===== config.mk =====
export PLATFORM = sky130hd
export DESIGN_NAME = clock_gen_unit
export DESIGN_NICKNAME = d
export VERILOG_FILES = /design/src/include/cgu_pkg.sv /design/src/verilog/clk_gate_cell.sv /design/src/verilog/clock_gen_unit.sv /design/src/verilog/frac_div.sv
export SDC_FILE = /design/constraint.sdc
export NUM_CORES = 2
export LEC_CHECK = 0
export ABC_AREA = 1
export BUFFER_PORTS_ARGS = -buffer_cell sky130_fd_sc_hd__buf_2
export CAP_MARGIN = 20
export CORE_AREA = 2 2 510 259
export CTS_BUF_LIST = sky130_fd_sc_hd__clkbuf_8
export DETAILED_ROUTE_END_ITERATION = 7
export DIE_AREA = 0 0 512 261
export GPL_ROUTABILITY_DRIVEN = 0
export PLACE_DENSITY = 0.55
export SETUP_SLACK_MARGIN = 0.05
export SLEW_MARGIN = 20
export SYNTH_ARGS = -nofsm -noshare
export SYNTH_HDL_FRONTEND = slang
export SYNTH_SLANG_ARGS = --single-unit
export TNS_END_PERCENT = 20

===== constraint.sdc =====
create_clock -name clk -period 3.19 [get_ports clk]
set_input_delay 0.638 -clock clk [delete_from_list [all_inputs] [get_ports clk]]
set_output_delay 0.638 -clock clk [all_outputs]
set_load 0.02 [all_outputs]

===== src/include/cgu_pkg.sv =====
// Constants, register map and field layout of the clock generation unit
package cgu_pkg;
    localparam int NUM_GROUPS = 11;
    localparam int NUM_FUNCS = 16;
    localparam int NUM_SRCS = 4;
    localparam int NUM_DIVS = 9;
    localparam int SINGLE_DIV_GROUPS = 3;
    localparam int MULTI_DIV_LAST = 5;
    localparam int DIVS_PER_MULTI = 2;
    localparam int SEL_W = 2;
    localparam int FRAC_W = 16;

    // Register byte offsets
    localparam logic [7:0] SRC_SEL = 8'h00;
    localparam logic [7:0] LP_PLL = 8'h04;
    localparam logic [7:0] HS_PLL = 8'h08;
    localparam logic [7:0] FUNC_EN = 8'h0C;
    localparam logic [7:0] FUNC_EVT = 8'h10;
    localparam logic [7:0] FUNC_DSEL = 8'h14;
    localparam logic [7:0] SOFT_RST = 8'h18;
    localparam logic [7:0] WDT_CTRL = 8'h1C;
    localparam logic [7:0] WDT_LOAD = 8'h20;
    localparam logic [7:0] WDT_FEED = 8'h24;
    localparam logic [7:0] STATUS = 8'h28;
    localparam logic [7:0] DIV_BASE = 8'h40;

    // PLL reference encodings
    localparam logic [2:0] REF_MAIN_OSC = 3'h0;
    localparam logic [2:0] REF_LAST = 3'h5;

    // Field positions
    localparam int LP_REF_LSB = 0;
    localparam int LP_MUL_LSB = 3;
    localparam int LP_POST_LSB = 8;
    localparam int HS_REF_LSB = 0;
    localparam int HS_PRE_LSB = 3;
    localparam int HS_MUL_LSB = 11;
    localparam int HS_POST_LSB = 21;
    localparam int WDT_RST_EN = 0;
    localparam int WDT_IRQ_EN = 1;
    localparam int ST_WDT_CAUSE = 0;
    localparam int ST_WDT_IRQ = 1;
    localparam int DIV_MOD_LSB = 16;

    // Reset values and timing
    localparam logic [31:0] RESET_VECTOR = 32'h0000_0000;
    localparam logic [31:0] WDT_LOAD_RST = 32'h0000_FFFF;
    localparam logic [4:0] CHIP_RST_HOLD = 5'h10;
    localparam int CLK_MHZ = 250;
    localparam int PIN_HOLD_US = 1000;
    localparam int PIN_HOLD_CYC = PIN_HOLD_US * CLK_MHZ;

    // Clock group that feeds each function
    function automatic int func_group(input int f);
        return (f < NUM_GROUPS) ? f : f - 8;
    endfunction : func_group
endpackage : cgu_pkg


===== src/verilog/clk_gate_cell.sv =====
// Per-function clock gate that only changes state on a clock pulse
module clk_gate_cell (
    input wire logic clk,
    input wire logic rst,
    input wire logic src_tick,
    input wire logic en_req,
    output logic out_tick
);
    logic en_q;
    logic en_d;

    // Enable sampled only at a pulse boundary
    always_comb begin
        en_d = src_tick ? en_req : en_q;
    end

    always_ff @(posedge clk) begin
        if (rst) begin
            en_q <= 1'b0;
        end else begin
            en_q <= en_d;
        end
    end

    // Whole pulses pass or none
    assign out_tick = src_tick & en_q;
endmodule : clk_gate_cell


===== src/verilog/clock_gen_unit.sv =====
// Clock generation and reset unit: top level
// What this block does
// - The reset pin and the watchdog are the only chip resets.
// - At reset release all registers but the watchdog cause flag are at reset values, boot at 0.
// - An unserviced watchdog causes a full chip reset.
// - Software can read whether the last reset came from the watchdog.
// - Watchdog expiry can raise an interrupt, with or without reset.
// - Register bits reset individual blocks without a chip reset.
// - Each PLL picks its reference from six possible sources.
// - Low-power PLL multiplies by 1 to 32 then divides by 1,2,4,8.
// - High-speed PLL prediv 1-256, mult 1-1024, postdiv 1-16.
// - Eleven groups select a source clock without glitches.
// - Three groups own one fractional divider each.
// - Three groups own several dividers, chosen per function.
// - Each function has its own clock enable.
// - An event signal can switch a function clock on and off.
// - A register read completes in two bus cycles, a write in one.
//
// Local design decisions: the plain strobed port and the register offsets.
module clock_gen_unit (
    input wire logic clk,
    input wire logic rst,
    input wire logic [7:0] addr,
    input wire logic [31:0] wdata,
    input wire logic wr,
    input wire logic rd,
    output logic [31:0] rdata,
    input wire logic rst_pin_n,
    input wire logic [cgu_pkg::NUM_SRCS-1:0] src_tick,
    input wire logic [cgu_pkg::NUM_FUNCS-1:0] evt_clk_on,
    output logic [cgu_pkg::NUM_FUNCS-1:0] func_tick,
    output logic [cgu_pkg::NUM_FUNCS-1:0] soft_rst,
    output logic chip_rst,
    output logic [31:0] boot_addr,
    output logic wdt_irq,
    output logic [2:0] lp_ref_sel,
    output logic [5:0] lp_mult,
    output logic [3:0] lp_postdiv,
    output logic [2:0] hs_ref_sel,
    output logic [8:0] hs_prediv,
    output logic [10:0] hs_mult,
    output logic [4:0] hs_postdiv
);
    localparam int NG = cgu_pkg::NUM_GROUPS;
    localparam int NF = cgu_pkg::NUM_FUNCS;
    localparam int ND = cgu_pkg::NUM_DIVS;
    localparam int SW = cgu_pkg::SEL_W;

    logic [NG*SW-1:0] src_sel_q, src_sel_d;
    logic [9:0] lp_q, lp_d;
    logic [24:0] hs_q, hs_d;
    logic [NF-1:0] fen_q, fen_d, fevt_q, fevt_d, fdsel_q, fdsel_d;
    logic [NF-1:0] srst_q, srst_d;
    logic [1:0] wctl_q, wctl_d;
    logic [31:0] wload_q, wload_d, wcnt_q, wcnt_d;
    logic [31:0] div_q [ND];
    logic [31:0] div_d [ND];
    logic [31:0] rdata_q, rdata_d;
    logic s1_q, s2_q, s3_q, pin_low_q, pin_low_d;
    logic [4:0] hold_q, hold_d;
    logic cause_q, cause_d, irq_q, irq_d, chip_rst_q, chip_rst_d;
    logic sys_rst, wdt_expire, wdt_fire;
    logic [NG-1:0] grp_tick;
    logic [ND-1:0] div_tick;

    // Configuration registers reset on power-on or chip reset
    assign sys_rst = rst | chip_rst_q;

    // Register writes
    always_comb begin
        src_sel_d = src_sel_q;
        lp_d = lp_q;
        hs_d = hs_q;
        fen_d = fen_q;
        fevt_d = fevt_q;
        fdsel_d = fdsel_q;
        srst_d = srst_q;
        wctl_d = wctl_q;
        wload_d = wload_q;
        for (int i = 0; i < ND; i++) begin
            div_d[i] = div_q[i];
            if (wr && addr == cgu_pkg::DIV_BASE + 8'(4 * i)) begin
                div_d[i] = wdata;
            end
        end
        if (wr) begin
            case (addr)
                cgu_pkg::SRC_SEL: src_sel_d = wdata[NG*SW-1:0];
                cgu_pkg::LP_PLL: lp_d = wdata[9:0];
                cgu_pkg::HS_PLL: hs_d = wdata[24:0];
                cgu_pkg::FUNC_EN: fen_d = wdata[NF-1:0];
                cgu_pkg::FUNC_EVT: fevt_d = wdata[NF-1:0];
                cgu_pkg::FUNC_DSEL: fdsel_d = wdata[NF-1:0];
                cgu_pkg::SOFT_RST: srst_d = wdata[NF-1:0];
                cgu_pkg::WDT_CTRL: wctl_d = wdata[1:0];
                cgu_pkg::WDT_LOAD: wload_d = wdata;
                default: ;
            endcase
        end
    end

    always_ff @(posedge clk) begin
        if (sys_rst) begin
            src_sel_q <= '0;
            lp_q <= '0;
            hs_q <= '0;
            fen_q <= '0;
            fevt_q <= '0;
            fdsel_q <= '0;
            srst_q <= '0;
            wctl_q <= '0;
            wload_q <= cgu_pkg::WDT_LOAD_RST;
            for (int i = 0; i < ND; i++) begin
                div_q[i] <= '0;
            end
        end else begin
            src_sel_q <= src_sel_d;
            lp_q <= lp_d;
            hs_q <= hs_d;
            fen_q <= fen_d;
            fevt_q <= fevt_d;
            fdsel_q <= fdsel_d;
            srst_q <= srst_d;
            wctl_q <= wctl_d;
            wload_q <= wload_d;
            for (int i = 0; i < ND; i++) begin
                div_q[i] <= div_d[i];
            end
        end
    end

    // Watchdog down-counter; feed write reloads
    always_comb begin
        wcnt_d = wcnt_q;
        wdt_expire = 1'b0;
        if (wr && addr == cgu_pkg::WDT_FEED) begin
            wcnt_d = wload_q;
        end else if (|wctl_q) begin
            if (wcnt_q == '0) begin
                wdt_expire = 1'b1;
                wcnt_d = wload_q;
            end else begin
                wcnt_d = wcnt_q - 32'h0000_0001;
            end
        end
    end

    always_ff @(posedge clk) begin
        if (sys_rst) begin
            wcnt_q <= cgu_pkg::WDT_LOAD_RST;
        end else begin
            wcnt_q <= wcnt_d;
        end
    end

    assign wdt_fire = wdt_expire & wctl_q[cgu_pkg::WDT_RST_EN];

    // Reset pin filter, chip reset hold, cause and interrupt flags
    always_comb begin
        pin_low_d = pin_low_q;
        if (s2_q == s3_q) begin
            pin_low_d = ~s3_q;
        end
        hold_d = hold_q;
        if (wdt_fire) begin
            hold_d = cgu_pkg::CHIP_RST_HOLD;
        end else if (hold_q != '0) begin
            hold_d = hold_q - 5'h01;
        end
        chip_rst_d = pin_low_d | (hold_d != '0);
        cause_d = cause_q;
        if (pin_low_q) begin
            cause_d = 1'b0;
        end else if (wdt_fire) begin
            cause_d = 1'b1;
        end
        irq_d = irq_q;
        if (chip_rst_q) begin
            irq_d = 1'b0;
        end else if (wdt_expire && wctl_q[cgu_pkg::WDT_IRQ_EN]) begin
            irq_d = 1'b1; // Set wins over the STATUS write clear, chip reset clear wins over set
        end else if (wr && addr == cgu_pkg::STATUS
                     && wdata[cgu_pkg::ST_WDT_IRQ]) begin
            irq_d = 1'b0;
        end
    end

    always_ff @(posedge clk) begin
        if (rst) begin
            s1_q <= 1'b1;
            s2_q <= 1'b1;
            s3_q <= 1'b1;
            pin_low_q <= 1'b0;
            hold_q <= '0;
            chip_rst_q <= 1'b0;
            cause_q <= 1'b0;
            irq_q <= 1'b0;
        end else begin
            s1_q <= rst_pin_n;
            s2_q <= s1_q;
            s3_q <= s2_q;
            pin_low_q <= pin_low_d;
            hold_q <= hold_d;
            chip_rst_q <= chip_rst_d;
            cause_q <= cause_d;
            irq_q <= irq_d;
        end
    end

    // Register read, data in the following cycle
    always_comb begin
        rdata_d = '0;
        if (rd) begin
            case (addr)
                cgu_pkg::SRC_SEL: rdata_d = 32'(src_sel_q);
                cgu_pkg::LP_PLL: rdata_d = 32'(lp_q);
                cgu_pkg::HS_PLL: rdata_d = 32'(hs_q);
                cgu_pkg::FUNC_EN: rdata_d = 32'(fen_q);
                cgu_pkg::FUNC_EVT: rdata_d = 32'(fevt_q);
                cgu_pkg::FUNC_DSEL: rdata_d = 32'(fdsel_q);
                cgu_pkg::SOFT_RST: rdata_d = 32'(srst_q);
                cgu_pkg::WDT_CTRL: rdata_d = 32'(wctl_q);
                cgu_pkg::WDT_LOAD: rdata_d = wload_q;
                cgu_pkg::WDT_FEED: rdata_d = wcnt_q;
                cgu_pkg::STATUS: rdata_d = 32'({irq_q, cause_q});
                default: ;
            endcase
            for (int i = 0; i < ND; i++) begin
                if (addr == cgu_pkg::DIV_BASE + 8'(4 * i)) begin
                    rdata_d = div_q[i];
                end
            end
        end
    end

    always_ff @(posedge clk) begin
        if (rst) begin
            rdata_q <= '0;
        end else begin
            rdata_q <= rdata_d;
        end
    end

    // Glitch-free source switch per group
    for (genvar g = 0; g < NG; g++) begin : g_grp
        logic [SW-1:0] act_q, act_d, want;
        logic sw_q, sw_d;
        always_comb begin
            want = src_sel_q[g*SW +: SW];
            act_d = act_q;
            sw_d = sw_q;
            if (sw_q && src_tick[want]) begin
                act_d = want;
                sw_d = 1'b0;
            end else if (!sw_q && want != act_q && src_tick[act_q]) begin
                sw_d = 1'b1;
            end
        end
        always_ff @(posedge clk) begin
            if (sys_rst) begin
                act_q <= '0;
                sw_q <= 1'b0;
            end else begin
                act_q <= act_d;
                sw_q <= sw_d;
            end
        end
        assign grp_tick[g] = src_tick[act_q] & ~sw_q;
    end

    // Fractional dividers: three single, three groups of two
    for (genvar d = 0; d < ND; d++) begin : g_div
        localparam int G = (d < cgu_pkg::SINGLE_DIV_GROUPS) ? d :
            cgu_pkg::SINGLE_DIV_GROUPS
            + (d - cgu_pkg::SINGLE_DIV_GROUPS) / cgu_pkg::DIVS_PER_MULTI;
        frac_div u_div (
            .clk(clk),
            .rst(sys_rst),
            .src_tick(grp_tick[G]),
            .inc(div_q[d][cgu_pkg::FRAC_W-1:0]),
            .mod(div_q[d][cgu_pkg::DIV_MOD_LSB +: cgu_pkg::FRAC_W]),
            .out_tick(div_tick[d])
        );
    end

    // Per-function clock choice and gate
    for (genvar f = 0; f < NF; f++) begin : g_fn
        localparam int G = cgu_pkg::func_group(f);
        localparam int MB = cgu_pkg::SINGLE_DIV_GROUPS
            + (G - cgu_pkg::SINGLE_DIV_GROUPS) * cgu_pkg::DIVS_PER_MULTI;
        logic src;
        if (G < cgu_pkg::SINGLE_DIV_GROUPS) begin : g_one
            assign src = div_tick[G];
        end else if (G <= cgu_pkg::MULTI_DIV_LAST) begin : g_many
            assign src = fdsel_q[f] ? div_tick[MB + 1] : div_tick[MB];
        end else begin : g_none
            assign src = grp_tick[G];
        end
        clk_gate_cell u_gate (
            .clk(clk),
            .rst(sys_rst),
            .src_tick(src),
            .en_req(fen_q[f] & (~fevt_q[f] | evt_clk_on[f])),
            .out_tick(func_tick[f])
        );
    end

    // PLL settings, stored as factor minus one except the low-power postdiv, stored as its log2
    always_comb begin
        lp_ref_sel = lp_q[cgu_pkg::LP_REF_LSB +: 3];
        if (lp_ref_sel > cgu_pkg::REF_LAST) begin
            lp_ref_sel = cgu_pkg::REF_MAIN_OSC;
        end
        hs_ref_sel = hs_q[cgu_pkg::HS_REF_LSB +: 3];
        if (hs_ref_sel > cgu_pkg::REF_LAST) begin
            hs_ref_sel = cgu_pkg::REF_MAIN_OSC;
        end
        lp_mult = {1'b0, lp_q[cgu_pkg::LP_MUL_LSB +: 5]} + 6'h01;
        lp_postdiv = 4'h1 << lp_q[cgu_pkg::LP_POST_LSB +: 2];
        hs_prediv = {1'b0, hs_q[cgu_pkg::HS_PRE_LSB +: 8]} + 9'h001;
        hs_mult = {1'b0, hs_q[cgu_pkg::HS_MUL_LSB +: 10]} + 11'h001;
        hs_postdiv = {1'b0, hs_q[cgu_pkg::HS_POST_LSB +: 4]} + 5'h01;
    end

    assign rdata = rdata_q;
    assign soft_rst = srst_q;
    assign chip_rst = chip_rst_q;
    assign wdt_irq = irq_q;
    assign boot_addr = cgu_pkg::RESET_VECTOR;
endmodule : clock_gen_unit


===== src/verilog/frac_div.sv =====
// Fractional rate divider: inc pulses out per mod pulses in
module frac_div (
    input wire logic clk,
    input wire logic rst,
    input wire logic src_tick,
    input wire logic [cgu_pkg::FRAC_W-1:0] inc,
    input wire logic [cgu_pkg::FRAC_W-1:0] mod,
    output logic out_tick
);
    localparam int FRAC_W = cgu_pkg::FRAC_W;
    logic [cgu_pkg::FRAC_W-1:0] acc_q;
    logic [cgu_pkg::FRAC_W-1:0] acc_d;
    logic tick_q;
    logic tick_d;
    logic [cgu_pkg::FRAC_W:0] sum;

    // Accumulate on each source pulse, emit on overflow
    always_comb begin
        sum = {1'b0, acc_q} + {1'b0, inc};
        acc_d = acc_q;
        tick_d = 1'b0;
        if (src_tick) begin
            if (mod == '0 || inc >= mod) begin
                tick_d = 1'b1; // Pass-through when unprogrammed
                acc_d = '0;
            end else if (sum >= {1'b0, mod}) begin
                tick_d = 1'b1;
                acc_d = FRAC_W'(sum - {1'b0, mod});
            end else begin
                acc_d = sum[cgu_pkg::FRAC_W-1:0];
            end
        end
    end

    always_ff @(posedge clk) begin
        if (rst) begin
            acc_q <= '0;
            tick_q <= 1'b0;
        end else begin
            acc_q <= acc_d;
            tick_q <= tick_d;
        end
    end

    assign out_tick = tick_q;
endmodule : frac_div

==> run metrics <==
status finished, violations left; failing checks negative setup slack; Max Root-Sink Buffers 3; Seq cells post-synth 721; Avg Cell Area, Syn about 6.7 um2; Core ar. about 130000 um2; largest net degree at the start of global routing between 90 and 100; drt via density around 5.7; Rows 94; worst slew pin tran roughly 1100 ps; Post-synth ARST share 0%; Final setup viols around 140; CTS Buf Count 113; Initial Util 39.6%; Ys Warns 0; filler cell count 12599; Iter 0 DRT Violations 9925; r2r worst-path depth 19; WP data required slightly below 4000 ps; final hold violation count 0; minimum clock period between 3000 and 4000 ps; CP arrival roughly 4200 ps; max_slew headroom about 25%; Crit Path Category reg -> reg; top post-synthesis cells by area dfxtp_1 28%, nand2_1 11%, ha_1 11%; achievable frequency approximately 300 MHz; number of antenna violations at the first check in global routing 12; Cells after Synth approximately 7700; Synth Flop Type dfxtp_1; Port Buffer Count around 170; post-route setup slack -243 ps; hold path depth 3; fin util a little over half; Hold WC Path Type in -> reg; dominant cell type by area after synthesis dfxtp_1; DP HPWL between 150 and 200 mm; Worst Setup Start Kind flop; sequential element share of the synthesized area roughly 28%; NumNets Final ~9000; post-route DRC violation count 0; I/O pins between 200 and 250; synth unique cells approximately 60; TritonRoute pass-1 iters 7; CTS tree built; fin crit share 108%; Sequential Area between 10000 and 15000 um2; Post-synth EDFFs 0; leakage about 31 nW; wire length per cell about 24 um; Tot Pwr 21.3 mW; worst slack at placement -611 ps; CTS H-tree depth 3; Clock Skews approximately 61 ps; post-placement cell count 10193; Die Wd between 500 and 600 um; root buf cell clkbuf_8; WL final 251 mm; RSZ-0062 raised after global routing yes; Final Max Slew Viols 0; share of post-route cells with drive strength above 1 between 20% and 30%; vias post-DR between 60000 and 70000; first-pass GRT wire length 355 mm; area grow syn2layout 33.0%; antenna-violating nets left 0; Worst Path Max Fanout 8; Die Y roughly 260 um; clock latency on the worst-skew pair approximately 900 ps; PD cells approximately 310 nW/um2; maximum vdd drop roughly 0.00035 V; clock sink count around 720; post-synth top area share ~28%; die area approximately 130000 um2; GRT overflow 0; footprint of the multi-input gates approximately 36000 um2; Total GRT Usage between 30 and 40%; Clk pin slew, worst setup/hold paths about 70 ps; Critical Path Sink Type flop; max-cap viol count 0; Synth Cell Area ~51000 um2; non-filler cells, final about 11000; vias in the first global route between 50000 and 60000
[where the power goes]
group          internal (mW)  switching, mW
clock network           4.69           4.51
logic                  0.788           2.18
registers               9.06         0.0729
[cell type report]
type                    instances  area share, %
multi-input cells            5746           53.1
flip-flops and latches        721           21.4
repair buffers               1192           13.6
inverters                     919           5.09
well taps                    1728           3.17
clock buffers                 148           2.98
clock inverters                62          0.720
diodes                          6         0.0220
repair inverters                1         0.0128
[metal layers]
metal,share of wire [%],GRT usage [%],up-vias
met3,18,15.2,330
li1,-,-,27762
met1,47,57.5,28090
met5,0.0044,0,-
met2,33,40.1,3915
met4,2.4,8.18,2
[repair_timing]
action	in CTS	in global routing
cloned	12	3
endpoints found under the setup margin	154	155
hold buffers	1	0
endpoints found under the hold margin	1	0
buffers inserted	75	26
gates resized for setup	540	507
pin swaps	175	164
[critical path, cell delays in order, from the launching register on]
cell     delay (ps)
dfxtp_1         450
ha_4            270
a21oi_4         210
o21ai_0         160
a21oi_1         190
nand2_1         120
xor2_2          240
inv_1           100
ha_4            240
a21oi_2         150
o21ai_2          80
buf_4           140
a21oi_2         120
nand2_2         100
nand2_4         100
nand3_4         190
buf_6           200
nand2_4          50
nand3_2          80
a21oi_2         140
[metrics by stage]
| step | cell area (um2) | TNS, ps | hold slack, ps |
|---|---|---|---|
| after floorplan | 51500 | 0 | 389 |
| after global placement | 60000 | -52360 | 401 |
| after detailed placement | 60000 | -59070 | 402 |
| after CTS | 65700 | -8580 | 19.1 |
| after global routing | 68300 | -37320 | 64.0 |
| final | 68300 | -16950 | 63.5 |
[layout by cell type, fill, tap and decap left out, types with 26 or more instances in the layout]
cell type | synthesis | layout
nand3_2 | 5 | 94
inv_1 | 892 | 876
nand4_1 | 178 | 178
conb_1 | 1 | 32
o21ai_1 | 17 | 51
nand3b_1 | 53 | 53
a21oi_1 | 958 | 844
o21bai_1 | 31 | 28
xor2_1 | 145 | 112
o21ai_0 | 714 | 654
nand2_4 | 3 | 29
nand3_1 | 563 | 462
nand2_2 | 15 | 117
a21o_1 | 38 | 38
buf_6 | 15 | 34
nor4_1 | 36 | 34
dfxtp_2 | 0 | 75
a21oi_2 | 2 | 107
nor2_4 | 16 | 34
dfxtp_1 | 721 | 631
nor3_1 | 62 | 38
o211ai_1 | 58 | 58
ha_4 | 0 | 128
ha_1 | 439 | 301
nor2_2 | 12 | 47
clkbuf_8 | 0 | 148
buf_12 | 0 | 40
xnor2_1 | 79 | 67
xor2_2 | 0 | 27
nand2_1 | 1541 | 1408
nor2_1 | 588 | 535
inv_2 | 25 | 67
buf_4 | 65 | 938
buf_2 | 66 | 171
o21ai_2 | 5 | 26
[synth_stat cells, drive strengths merged, types with 2 or more instances]
cell     number
nand2      1559
a21oi       960
inv         917
o21ai       736
dfxtp       721
nor2        617
nand3       573
ha          439
clkbuf      224
nand4       179
buf         149
xor2        145
xnor2        79
nor3         64
o211ai       58
nand3b       56
a21o         38
nor4         37
o21bai       31
a211oi       28
a31oi        22
fa           18
or2          15
o21a         11
o22ai        11
a21boi        6
nand2b        6
o2111ai       5
a211o         4
o221ai        4
nor3b         3
clkinv        2
[flip-flops by register name, indices dropped and copies added (netlist names), 2 cells and up]
register              flops
div_q                   288
g_div.u_div.acc_q       144
rdata                    32
wcnt_q                   32
wload_q                  32
hs_q                     25
g_grp.act_q              22
src_sel_q                22
fdsel_q                  16
fen_q                    16
fevt_q                   16
g_fn.u_gate.en_q         16
soft_rst                 16
g_grp.sw_q               11
lp_q                     10
g_div.u_div.out_tick      9
hold_q                    5
wctl_q                    2
[logic make-up (layout without fill, tap and decap cells)]
| family | count (synthesis) | in the layout | share of synthesized area (%) |
|---|---|---|---|
| simple gates | 3111 | 3119 | 26.6 |
| compound gates | 1914 | 1914 | 19.8 |
| buf+inv | 1292 | 2322 | 10.3 |
| flops | 721 | 721 | 28.1 |
| fa+ha+maj | 457 | 457 | 11.4 |
| xor+xnor | 224 | 224 | 3.82 |
| other cells | 1 | 38 | 0.00730 |
[path summary, 6_finish.rpt]
check / startpoint / to / slack [ps]
setup / recovery: g_div[6].u_div.acc_q[3] / g_div[6].u_div.acc_q[6] / -240
setup reg to reg: g_div[6].u_div.acc_q[3] / g_div[6].u_div.acc_q[6] / -240
hold / removal: evt_clk_on[0] / g_fn[0].u_gate.en_q / 60
hold reg to reg: s1_q / s2_q / 430
No activity file was read; power rests on OpenSTA's default activity.
